[src/core/rst_sequencer_end.sv]
// holds no logic, kept empty on purpose

[src/core/rstseq_pkg.sv]
// constants and types shared by the reset sequencer design files
package rstseq_pkg;

    // ------------------------------------------------------------
    // register map (byte addresses on apb)
    // ------------------------------------------------------------
    localparam logic [11:0] ADDR_SYSTEM_OPTIONS = 12'h000;
    localparam logic [11:0] ADDR_RESET_STATUS   = 12'h004;
    localparam logic [11:0] ADDR_POWER_MGMT     = 12'h008;

    // ------------------------------------------------------------
    // field positions
    // ------------------------------------------------------------
    localparam int OPT_PIN_EN_BIT   = 0;  // clear_pin_enable
    localparam int OPT_WDOG_EN_BIT  = 1;  // watchdog_enable
    localparam int OPT_WDOG_SEL_BIT = 2;  // watchdog_timeout_select
    localparam int OPT_LOCKED_BIT   = 7;  // read only: watchdog settings locked
    localparam int CAUSE_PIN_BIT    = 0;
    localparam int CAUSE_WDOG_BIT   = 1;
    localparam int CAUSE_ILL_ADDR   = 2;
    localparam int CAUSE_ILL_OP     = 3;
    localparam int CAUSE_DEBUG      = 4;
    localparam int PWR_LV_FLAG_BIT  = 0;  // low_voltage_flag

    // ------------------------------------------------------------
    // values after reset
    // ------------------------------------------------------------
    localparam logic [2:0] OPT_RESET   = 3'h7;  // pin on, watchdog on, long timeout
    localparam logic [4:0] CAUSE_RESET = 5'h00;

    // ------------------------------------------------------------
    // reset exit timing, in bus or system clock cycles
    // ------------------------------------------------------------
    localparam logic [6:0] BUS_ASYNC_EXIT  = 7'h4A;  // 74 bus cycles
    localparam logic [6:0] BUS_PIN_CHECK   = 7'h45;  // 69 bus cycles
    localparam logic [6:0] BUS_SYNC_EXIT   = 7'h47;  // 71 bus cycles
    localparam logic [6:0] BUS_FINAL_EDGES = 7'h05;  // fifth bus edge
    localparam logic [4:0] SYS_RESTART     = 5'h12;  // 18 system cycles

    // ------------------------------------------------------------
    // watchdog timing: 1 kHz tick, overflow times in ms
    // ------------------------------------------------------------
    localparam int WDOG_TICK_HZ  = 1000;
    localparam int WDOG_SHORT_MS = 32;
    localparam int WDOG_LONG_MS  = 256;
    localparam logic [8:0] WDOG_SHORT_CNT = 9'(WDOG_SHORT_MS * WDOG_TICK_HZ / 1000);
    localparam logic [8:0] WDOG_LONG_CNT  = 9'(WDOG_LONG_MS * WDOG_TICK_HZ / 1000);

    // ------------------------------------------------------------
    // sequencer states
    // ------------------------------------------------------------
    typedef enum logic [2:0] {
        ST_RUN,      // out of reset
        ST_COUNT,    // reset asserted, counting bus cycles
        ST_HOLD,     // long pin pulse, clock source stopped
        ST_RESTART,  // pin released, waiting for bus clock
        ST_FINAL     // bus clock back, counting last edges
    } seq_state_e;

endpackage

[src/core/rst_sequencer.sv]
// reset sequencer with watchdog and apb register slave
//
// The APB register port and the register addresses were left to the implementer.
`timescale 1ns/1ns
`default_nettype none

module rst_sequencer
    import rstseq_pkg::*;
(
    input  wire logic        clk,                     // system clock, 50 MHz
    input  wire logic        nrst,                    // power-on reset, active low
    input  wire logic        psel,                    // apb select
    input  wire logic        penable,                 // apb enable
    input  wire logic        pwrite,                  // apb direction
    input  wire logic [11:0] paddr,                   // apb byte address
    input  wire logic [31:0] pwdata,                  // apb write data
    output logic      [31:0] prdata,                  // apb read data
    output logic             pready,                  // apb ready
    output logic             pslverr,                 // apb error, unmapped address
    input  wire logic        clear_pin_n,             // external clear pin, active low
    input  wire logic        wdog_clk_in,             // 1 kHz watchdog clock
    input  wire logic        low_voltage_in,          // supply below detect level
    input  wire logic        illegal_address_detect,  // core pulse
    input  wire logic        illegal_opcode_detect,   // core pulse
    input  wire logic        debug_controller_reset,  // debug reset command pulse
    input  wire logic        in_debug,                // background debug mode
    input  wire logic        in_stop,                 // stop mode
    output logic             sys_rst_n,               // system reset, active low
    output logic             sysclk_src_en,           // system clock source enable
    output logic             bus_clk,                 // bus clock, half rate
    output logic             bus_clk_run              // bus clock running
);
    // ------------------------------------------------------------
    // declarations
    // ------------------------------------------------------------
    seq_state_e state_q;
    logic [6:0] bus_cnt_q;
    logic [6:0] exit_cnt_q;
    logic [4:0] sys_cnt_q;
    logic       pin_kind_q;
    logic       bus_phase_q;
    logic       bus_edge;
    logic       rst_active;
    logic       pin_low_raw;
    logic [2:0] sync_out;
    logic       pin_low_s;
    logic       wclk_s;
    logic       wdog_ovf_s;
    logic       wclk_prev_q;
    logic       wdog_tick;
    logic [8:0] wdog_cnt_q;
    logic [8:0] wdog_limit;
    logic       wdog_ovf_q;
    logic [2:0] opt_q;
    logic       locked_q;
    logic [4:0] cause_q;
    logic [2:0] sync_pend_q;
    logic       sync_req;
    logic       lv_q;
    logic       wr_access;
    logic       wr_options;
    logic       wr_status;
    logic       rd_setup;

    // ------------------------------------------------------------
    // decode helper
    // ------------------------------------------------------------
    function automatic logic addr_mapped(input logic [11:0] a);
        return (a == ADDR_SYSTEM_OPTIONS) || (a == ADDR_RESET_STATUS) ||
               (a == ADDR_POWER_MGMT);
    endfunction

    // ------------------------------------------------------------
    // pin qualification and immediate reset
    // ------------------------------------------------------------
    assign pin_low_raw = !clear_pin_n && opt_q[OPT_PIN_EN_BIT];
    assign rst_active  = (state_q != ST_RUN);
    assign sys_rst_n   = !(rst_active || pin_low_raw);

    // synchronise pin, watchdog clock and overflow
    sync2 #(.W(3)) u_sync (
        .clk  (clk),
        .nrst (nrst),
        .d    ({wdog_ovf_q, wdog_clk_in, pin_low_raw}),
        .q    (sync_out)
    );
    assign pin_low_s  = sync_out[0];
    assign wclk_s     = sync_out[1];
    assign wdog_ovf_s = sync_out[2];

    // ------------------------------------------------------------
    // bus clock divider
    // ------------------------------------------------------------
    assign bus_clk_run   = (state_q != ST_HOLD) && (state_q != ST_RESTART);
    assign sysclk_src_en = (state_q != ST_HOLD);
    assign bus_clk       = bus_phase_q && bus_clk_run;  // held low while stopped
    assign bus_edge      = bus_clk_run && !bus_phase_q;

    // toggle every system cycle while the bus clock runs
    always_ff @(posedge clk or negedge nrst) begin
        if (!nrst) begin
            bus_phase_q <= 1'b0;
        end else if (bus_clk_run) begin
            bus_phase_q <= !bus_phase_q;
        end else begin
            bus_phase_q <= 1'b0;
        end
    end

    // ------------------------------------------------------------
    // synchronous reset requests
    // ------------------------------------------------------------
    assign sync_req = |sync_pend_q;

    // pending requests, dropped while reset is asserted
    always_ff @(posedge clk or negedge nrst) begin
        if (!nrst) begin
            sync_pend_q <= 3'h0;
        end else if (rst_active) begin
            sync_pend_q <= 3'h0;
        end else begin
            sync_pend_q <= sync_pend_q | {debug_controller_reset,
                                          illegal_opcode_detect,
                                          illegal_address_detect};
        end
    end

    // ------------------------------------------------------------
    // reset exit sequencer
    // ------------------------------------------------------------
    always_ff @(posedge clk or negedge nrst) begin
        if (!nrst) begin
            state_q    <= ST_RUN;
            bus_cnt_q  <= 7'h00;
            exit_cnt_q <= BUS_ASYNC_EXIT;
            sys_cnt_q  <= 5'h00;
            pin_kind_q <= 1'b0;
        end else begin
            unique case (state_q)
                ST_RUN: begin
                    bus_cnt_q <= 7'h00;
                    if (pin_low_s || wdog_ovf_s) begin
                        state_q    <= ST_COUNT;
                        exit_cnt_q <= BUS_ASYNC_EXIT;
                        pin_kind_q <= pin_low_s;
                    end else if (sync_req) begin
                        state_q    <= ST_COUNT;
                        exit_cnt_q <= BUS_SYNC_EXIT;
                        pin_kind_q <= 1'b0;
                    end
                end
                ST_COUNT: begin
                    if (pin_low_s && !pin_kind_q) begin
                        bus_cnt_q  <= 7'h00;
                        exit_cnt_q <= BUS_ASYNC_EXIT;
                        pin_kind_q <= 1'b1;
                    end else if (bus_edge) begin
                        if (pin_kind_q && pin_low_s && bus_cnt_q == BUS_PIN_CHECK - 7'h01) begin
                            state_q <= ST_HOLD;
                        end else if (bus_cnt_q == exit_cnt_q - 7'h01) begin
                            state_q <= ST_RUN;
                        end
                        bus_cnt_q <= bus_cnt_q + 7'h01;
                    end
                end
                ST_HOLD: begin
                    sys_cnt_q <= 5'h00;
                    if (!pin_low_s) begin
                        state_q <= ST_RESTART;
                    end
                end
                ST_RESTART: begin
                    if (pin_low_s) begin
                        state_q <= ST_HOLD;
                    end else if (sys_cnt_q == SYS_RESTART - 5'h01) begin
                        state_q   <= ST_FINAL;
                        bus_cnt_q <= 7'h00;
                    end
                    sys_cnt_q <= sys_cnt_q + 5'h01;
                end
                ST_FINAL: begin
                    if (pin_low_s) begin
                        state_q    <= ST_COUNT;
                        bus_cnt_q  <= 7'h00;
                        exit_cnt_q <= BUS_ASYNC_EXIT;
                    end else if (bus_edge) begin
                        if (bus_cnt_q == BUS_FINAL_EDGES - 7'h01) begin
                            state_q <= ST_RUN;
                        end
                        bus_cnt_q <= bus_cnt_q + 7'h01;
                    end
                end
                default: begin
                    state_q <= ST_COUNT;
                end
            endcase
        end
    end

    // ------------------------------------------------------------
    // reset cause capture
    // ------------------------------------------------------------
    always_ff @(posedge clk or negedge nrst) begin
        if (!nrst) begin
            cause_q <= CAUSE_RESET;
        end else if (state_q == ST_RUN && (pin_low_s || wdog_ovf_s || sync_req)) begin
            cause_q <= {sync_pend_q[2], sync_pend_q[1], sync_pend_q[0],
                        wdog_ovf_s && !pin_low_s, pin_low_s};
        end else if (state_q == ST_COUNT && pin_low_s && !pin_kind_q) begin
            cause_q <= 5'h01;
        end
    end

    // ------------------------------------------------------------
    // apb decode
    // ------------------------------------------------------------
    assign pready     = 1'b1;
    assign pslverr    = psel && penable && !addr_mapped(paddr);
    assign wr_access  = psel && penable && pwrite && !rst_active;
    assign wr_options = wr_access && (paddr == ADDR_SYSTEM_OPTIONS);
    assign wr_status  = wr_access && (paddr == ADDR_RESET_STATUS);
    assign rd_setup   = psel && !penable && !pwrite;

    // ------------------------------------------------------------
    // system options register with watchdog lock
    // ------------------------------------------------------------
    always_ff @(posedge clk or negedge nrst) begin
        if (!nrst) begin
            opt_q    <= OPT_RESET;
            locked_q <= 1'b0;
        end else if (rst_active) begin
            opt_q    <= OPT_RESET;
            locked_q <= 1'b0;
        end else if (wr_options) begin
            opt_q[OPT_PIN_EN_BIT] <= pwdata[OPT_PIN_EN_BIT];
            if (!locked_q) begin
                opt_q[OPT_WDOG_EN_BIT]  <= pwdata[OPT_WDOG_EN_BIT];
                opt_q[OPT_WDOG_SEL_BIT] <= pwdata[OPT_WDOG_SEL_BIT];
                locked_q                <= 1'b1;
            end
        end
    end

    // ------------------------------------------------------------
    // watchdog counter on the 1 kHz clock edges
    // ------------------------------------------------------------
    assign wdog_tick  = wclk_s && !wclk_prev_q;
    assign wdog_limit = opt_q[OPT_WDOG_SEL_BIT] ? WDOG_LONG_CNT : WDOG_SHORT_CNT;

    // previous synchronised watchdog clock level
    always_ff @(posedge clk or negedge nrst) begin
        if (!nrst) begin
            wclk_prev_q <= 1'b0;
        end else begin
            wclk_prev_q <= wclk_s;
        end
    end

    // count, clear and overflow
    always_ff @(posedge clk or negedge nrst) begin
        if (!nrst) begin
            wdog_cnt_q <= 9'h000;
            wdog_ovf_q <= 1'b0;
        end else if (rst_active || !sys_rst_n) begin
            wdog_cnt_q <= 9'h000;
            wdog_ovf_q <= 1'b0;
        end else if (in_stop) begin
            wdog_cnt_q <= 9'h000;
        end else if (wr_status || (wr_options && !locked_q)) begin
            wdog_cnt_q <= 9'h000;
        end else if (opt_q[OPT_WDOG_EN_BIT] && wdog_tick && !in_debug) begin
            if (wdog_cnt_q == wdog_limit - 9'h001) begin
                wdog_ovf_q <= 1'b1;
                wdog_cnt_q <= 9'h000;
            end else begin
                wdog_cnt_q <= wdog_cnt_q + 9'h001;
            end
        end
    end

    // ------------------------------------------------------------
    // low voltage flag
    // ------------------------------------------------------------
    always_ff @(posedge clk or negedge nrst) begin
        if (!nrst) begin
            lv_q <= 1'b0;
        end else begin
            lv_q <= low_voltage_in;
        end
    end

    // ------------------------------------------------------------
    // apb read data, captured in the setup cycle
    // ------------------------------------------------------------
    always_ff @(posedge clk or negedge nrst) begin
        if (!nrst) begin
            prdata <= 32'h0000_0000;
        end else if (rd_setup) begin
            prdata <= 32'h0000_0000;
            unique case (paddr)
                ADDR_SYSTEM_OPTIONS: begin
                    prdata[2:0]            <= opt_q;
                    prdata[OPT_LOCKED_BIT] <= locked_q;
                end
                ADDR_RESET_STATUS: begin
                    prdata[4:0]  <= cause_q;
                    prdata[16:8] <= wdog_cnt_q;
                end
                ADDR_POWER_MGMT: begin
                    prdata[PWR_LV_FLAG_BIT] <= lv_q;
                end
                default: begin
                    prdata <= 32'h0000_0000;
                end
            endcase
        end
    end
endmodule
`default_nettype wire

[src/core/sync2.sv]
// two flip-flop level synchroniser, one per bit
`timescale 1ns/1ns
`default_nettype none
module sync2 #(
    parameter int W = 1
) (
    input  wire logic         clk,     // system clock
    input  wire logic         nrst,    // async reset, active low
    input  wire logic [W-1:0] d,       // asynchronous levels
    output logic      [W-1:0] q        // synchronised levels
);
    logic [W-1:0] meta_q;

    // ------------------------------------------------------------
    // two stages per bit
    // ------------------------------------------------------------
    genvar i;
    generate
        for (i = 0; i < W; i++) begin : g_bit
            always_ff @(posedge clk or negedge nrst) begin
                if (!nrst) begin
                    meta_q[i] <= 1'b0;
                    q[i]      <= 1'b0;
                end else begin
                    meta_q[i] <= d[i];
                    q[i]      <= meta_q[i];
                end
            end
        end
    endgenerate
endmodule
`default_nettype wire

[config.mk]
export PLATFORM = sky130hd
export DESIGN_NAME = rst_sequencer
export DESIGN_NICKNAME = d
export VERILOG_FILES = /design/src/core/rst_sequencer_end.sv /design/src/core/rstseq_pkg.sv /design/src/core/rst_sequencer.sv /design/src/core/sync2.sv
export SDC_FILE = /design/constraint.sdc
export NUM_CORES = 1
export LEC_CHECK = 0
export BUFFER_PORTS_ARGS = -buffer_cell sky130_fd_sc_hd__buf_2
export CAP_MARGIN = 40
export CELL_PAD_IN_SITES_DETAIL_PLACEMENT = 0
export CELL_PAD_IN_SITES_GLOBAL_PLACEMENT = 2
export CORE_AREA = 4 4 108 110
export DETAILED_ROUTE_END_ITERATION = 8
export DIE_AREA = 0 0 112 114
export PLACE_DENSITY_LB_ADDON = 0.1
export SLEW_MARGIN = 10
export SYNTH_ARGS = -nofsm -noshare
export SYNTH_HDL_FRONTEND = slang
export SYNTH_HIERARCHICAL = 1
export SYNTH_SLANG_ARGS = --single-unit
[constraint.sdc]
create_clock -name clk -period 2.24 [get_ports clk]
set_input_delay 0 -clock clk [delete_from_list [all_inputs] [get_ports clk]]
set_output_delay 0 -clock clk [all_outputs]
set_load 0.01 [all_outputs]
### Word-level counts from Yosys, hierarchy flattened

Cells that the tools add are included.

* output and inout port bits: 38
* logic and storage cells: 171
* input port bits: 57
* flip-flop bits (word level): 69

* bitwise logic cells: 1
* reductions and logical operators: 61
* eq/ne operators: 28
* mux-type cells: 54
* add/subtract/negate cells: 5

Operators by type and width (count)
* 2-to-1 mux 7 bit: 9
* 2-to-1 mux 9 bit: 7
* 2-to-1 mux 3 bit: 15
* one-hot mux 7 bit (4 select lines): 1
* logical AND 1 bit: 23
* one-hot mux 7 bit (3 select lines): 1
* != test 2 bit (second input constant): 8
* != test 3 x 2 -> 1 bit (second input constant): 5
* one-hot mux 3 bit (5 select lines): 1
* == test 12 x 3 -> 1 bit (second input constant): 1
* == test 12 x 4 -> 1 bit (second input constant): 1
* logical NOT 1 bit: 12
* logical NOT 12 bit: 1
* 2-to-1 mux 1 bit: 12
* nonzero test 2 bit: 6
* 2-to-1 mux 5 bit: 2
* one-hot mux 5 bit (2 select lines): 1
* adder 9 x 1 -> 9 bit (second input constant): 1
* == test 9 bit: 1
* subtractor 9 x 1 -> 9 bit (second input constant): 1
* AND reduction 4 bit: 2
* AND reduction 8 bit: 1
* nonzero test 4 bit: 2
* adder 7 x 1 -> 7 bit (second input constant): 1
* 22 further kinds: 34

### Logic depth before layout (Yosys ltp)

* depth in word-level cells: 9
* depth in mapped cells: 6
* depth with buffers taken out: 6

### Cells and area by module

The synthesis kept the hierarchy.

Modules (own cells, without submodules)
* rst_sequencer: area each 3081.7 sq um, seq. area each 1456.4 sq um, times used 1, cells an instance 317
* sync2: area each 150.1 sq um, seq. area each 150.1 sq um, times used 1, cells an instance 6

### Least setup slack after synthesis

No wires, ideal clock.

* kind: reg-to-reg
* start point: register state_q[1]
* end point: register opt_q[0]
* cell stages (with the launch flop): 6
* setup time: 82 ps
* arrival time: 1750 ps
* path buffers: 1
* path slack: 409 ps
* required time: 2158 ps
* clock period less this slack: 1831 ps
* cells stage by stage: dfrtp_1 -> buf_6 -> or3_4 -> or4_4 -> or3_1 -> o31a_1

* cells in the longest elaborated chain, start to end: 5
* elaborated cells between the ends (all ways): 6
* classes of those cells: 1 x mux; 5 x reduce/logical

Ends and longest elaborated chain
* from (decl): RTL line rst_sequencer.sv:36 `seq_state_e state_q;`
* from (signal assigned): RTL line rst_sequencer.sv:133 `state_q <= ST_RUN;`
* from (signal assigned): RTL line rst_sequencer.sv:143 `state_q <= ST_COUNT;`
* from (signal assigned): RTL line rst_sequencer.sv:147 `state_q <= ST_COUNT;`
* nonzero test 3 bit (*): RTL line rst_sequencer.sv:77 `assign rst_active = (state_q != ST_RUN);`
* logical NOT 1 bit: RTL line rst_sequencer.sv:219 `assign wr_access = psel && penable && pwrite && !rst_active;`
* logical AND 1 bit: RTL line rst_sequencer.sv:219
* logical AND 1 bit: RTL line rst_sequencer.sv:220 `assign wr_options = wr_access && (paddr == ADDR_SYSTEM_OPTIONS);`
* nonzero test 2 bit (no line)
* to (signal, indexed assignment): RTL line rst_sequencer.sv:235 `opt_q[OPT_PIN_EN_BIT] <= pwdata[OPT_PIN_EN_BIT];`
* to (signal, indexed assignment): RTL line rst_sequencer.sv:237 `opt_q[OPT_WDOG_EN_BIT] <= pwdata[OPT_WDOG_EN_BIT];`
* to (signal, indexed assignment): RTL line rst_sequencer.sv:238 `opt_q[OPT_WDOG_SEL_BIT] <= pwdata[OPT_WDOG_SEL_BIT];`
* to (decl): RTL line rst_sequencer.sv:54 `logic [2:0] opt_q;`

Every way passes the cells marked *; elsewhere a longest branch is shown, timed or not.
A chain may end at the register's enable or synchronous reset.

### Worst setup path after layout

* start point: register state_q[1]
* end point: register opt_q[2]

* cells in the longest elaborated chain, start to end: 6
* elaborated cells between the ends (all ways): 8
* classes of those cells: 1 x eq/ne; 1 x mux; 6 x reduce/logical

Ends and longest elaborated chain (RTL line)
* nonzero test 3 bit (*): rst_sequencer.sv:77
* logical NOT 1 bit: rst_sequencer.sv:219
* logical AND 1 bit: rst_sequencer.sv:219
* logical AND 1 bit: rst_sequencer.sv:220
* nonzero test 2 bit (no line)
* AND reduction 2 bit (no line)

Marks and branches as above.

==> results.yml <==
layout:
  final_layout_size_suffix_gt1_share_pct: 22.3
  seq_area_mm2: 0.00161
  finalNetCount: 448
  nFillCells: 1103
  stdcell_count: 531
  multi_input_area_mm2: 0.00145
  diodes: 0
  final_cell_area_mm2: 0.00390
  syn_to_final_growth_pct: 20.7
placement:
  place_hpwl_mm: 5.66
  dpl.cell_count: 505
  post_dp_cell_area_mm2: 0.00360
  portBuffers: 47
  pre_cts_ws_ns: 0.342
  place.gp.congestion: 0.698
clock_tree:
  cts_htree_levels: 3
  clock_path_buffers: 2
  clk_pin_slew_ns: 0.08
  cts_tree: "built"
  cts_buffers: 9
  clock_sinks: 64
  post_cts_buffers: 0
  cts_root_buf: "clkbuf_8"
  clock_latency_ns: 0.34
logic_synthesis:
  synth-async-reset-ratio_pct: 100
  synth.distinct_cells: 58
  synth_top_area_share_pct: 46.5
  synth_flop_cell: "dfrtp_1"
  synth.most_common_cell: "dfrtp_1"
  synth_edf_count: 0
  postSynthCellCount: 323
  yosysSeqAreaShare_pct: 49.7
  synth_area_leaders: "dfrtp_1 46%, a22o_1 4.3%, buf_4 4.2%, nor2_1 3.7%, nand2_1 3.6%"
  synth_warnings: 6
  synth_area_mm2: 0.00323
  synth.largest_area_cell: "dfrtp_1"
  synth-seq-cells: 64
  syn_area_per_cell_um2: 10.0
  synthTopCellsByCount: "60 x dfrtp_1, 32 x nor2_1, 31 x nand2_1"
global_route:
  grt_pass1_vias: 2667
  antenna_found_initial: 0
  grt_overflow: 0
  grt_pass1_wl_mm: 13.8
  grt.total_usage_pct: 13.6
  grt_max_degree: 44
worst_hold_path:
  hold_end: "prdata[0]"
  hp-start: "paddr[3]"
  hold_depth: 3
  hold_path.class: "input pin to register"
die:
  initial_core_util_pct: 30.2
  core_region_area_mm2: 0.0107
  die_h_um: 114
  ios: 95
  row_count: 38
  die-area_mm2: 0.0128
  fp.dieW_um: 112
timing:
  finalClockSkew_ns: 0.0106
  fin_crit_sh_pct: 84.7
  hold_slack_ns: 0.0638
  finalHoldViolations: 0
  setup_viol: 0
  clock.fmax_mhz: 527
  fin_ws_ns: 0.343
  max_slew_margin_pct: 61.7
  fin_tns_setup_ns: 0
  rsz0062_at_grt: "no"
  report.final.slew_viol_count: 0
  min_period_ns: 1.90
  tightestPinTransition_ns: 0.573
setup_path:
  path_class: "register to register"
  cp-end-kind: "register"
  r2r-end: "opt_q[2]"
  r2r-start: "state_q[1]"
  crit_required_ns: 2.51
  cp_data_arrival_time_ns: 2.17
  path_max_fanout: 12
  rr_worst_depth: 4
  reg2reg_slack_ns: 0.34
  crit_path_start_kind: "register"
detailed_routing:
  drcViolationCount: 0
  wl_per_cell_um: 15.5
  ant_nets: 0
  viasPerCell: 4.81
  drtIter0Drc: 119
  via_count: 2553
  first_pass_iters: 4
  wl_mm: 8.22
pwr:
  p_leak_nw: 1.81
  powerDensity_mw_per_mm2: 657
  vdd.ir_drop.worst_mv: 0.303
flow_run:
  max_cap_viol_count: 0
run_status:
  status: "finished, final reports clean"
## metal layers
layer  part of all wire [%]  vias up  GRT usage (%)  wire length, µm
met1                     47     1241           17.8             3830
met2                     49       49           22.5             4030
met4                    1.2        0           3.85               97
met5                      0        -              0                0
met3                    3.1        9           3.18              259
li1                       -     1254              -                -
## registers in the layout, summed over array words and instances (netlist names), 2 cells and up
| name | cells |
|---|---|
| opt_q | 3 |
| bus_cnt_q | 7 |
| prdata | 15 |
| wdog_cnt_q | 9 |
| sync_pend_q | 3 |
| u_sync/meta_q | 3 |
| u_sync/q | 3 |
| sys_cnt_q | 5 |
| state_q | 3 |
| cause_q | 5 |
| exit_cnt_q | 2 |
## layout make-up
type | count | share of cell area (%)
flip-flops and latches | 64 | 41.2
clock buffers | 10 | 3.27
well taps | 140 | 4.49
repair buffers | 68 | 11.0
clock inverters | 6 | 1.76
multi-input cells | 232 | 37.2
inverters | 11 | 1.06
## where the power goes
| part | total [mW] | internal (mW) | switching (mW) |
|---|---|---|---|
| sequential | 1.28 | 1.21 | 0.0741 |
| clock | 1.02 | 0.520 | 0.502 |
| combinational | 0.255 | 0.114 | 0.141 |
## placed cells by master, fill, tap and decap left out, types with 2 or more instances in the layout
cell type	Yosys	final
o311ai_0	2	2
xor2_1	8	8
nand2_1	31	31
nand4b_1	2	2
or4b_2	2	2
a31oi_1	4	4
a21oi_1	12	12
buf_4	18	10
o21ai_0	10	10
o31ai_1	5	5
nor4b_1	2	2
inv_1	11	11
nand4bb_1	2	2
nor3_1	5	5
ha_1	5	5
dfstp_2	4	4
o22ai_1	2	2
or4_1	2	2
mux2i_1	7	7
conb_1	2	18
nand3_1	10	10
clkbuf_8	0	9
a22o_1	16	16
nor4_1	6	5
nand4_1	3	3
nor2_1	32	32
a21o_1	3	3
nand3b_1	2	2
and2_1	3	3
nor2b_1	5	5
or3_1	4	4
dlygate4sd3_1	0	10
clkinv_4	0	2
buf_2	3	47
dfrtp_1	60	60
and3_1	4	4
nand2b_1	4	4
## worst max path at each step
stage / startpoint / to / slack [ns] / cells after the start
floorplan: state_q[1] / opt_q[0] / 0.41 / 5
global placement: state_q[1] / opt_q[1] / 0.36 / 4
detailed placement: state_q[1] / opt_q[1] / 0.34 / 4
CTS: state_q[1] / opt_q[1] / 0.34 / 4
global route: state_q[1] / bus_clk / 0.23 / 5
finish: state_q[1] / opt_q[2] / 0.34 / 4
## repair_timing
item,4_1_cts,5_1_grt
hold endpoints to repair,27,0
gates resized for setup,0,0
hold buffers,10,0
## metrics by stage
stage               power [mW]  utilization, %
finish                    2.56            36.5
global route              2.71            36.5
CTS                       2.61            36.5
detailed placement        1.56            33.7
global placement          1.55            33.7
floorplan                 1.46               -
## critical path, stage by stage (launching register included)
cell     delay (ns)
dfrtp_1        0.38
or3_4          0.48
or4_4          0.51
nor3_2         0.23
mux2i_1        0.22
## logic make-up after synthesis
family | after synthesis | synth area share (%)
and+or+nand+nor | 127 | 21.1
AOI/OAI and AO/OA | 66 | 15.0
DFF | 64 | 49.7
buffers and inverters | 43 | 7.43
xor gates and xnor gates | 9 | 2.44
muxes | 7 | 2.17
adders and majority gates | 5 | 1.94
other | 2 | 0.232
No activity file was read; power rests on OpenSTA's default activity.
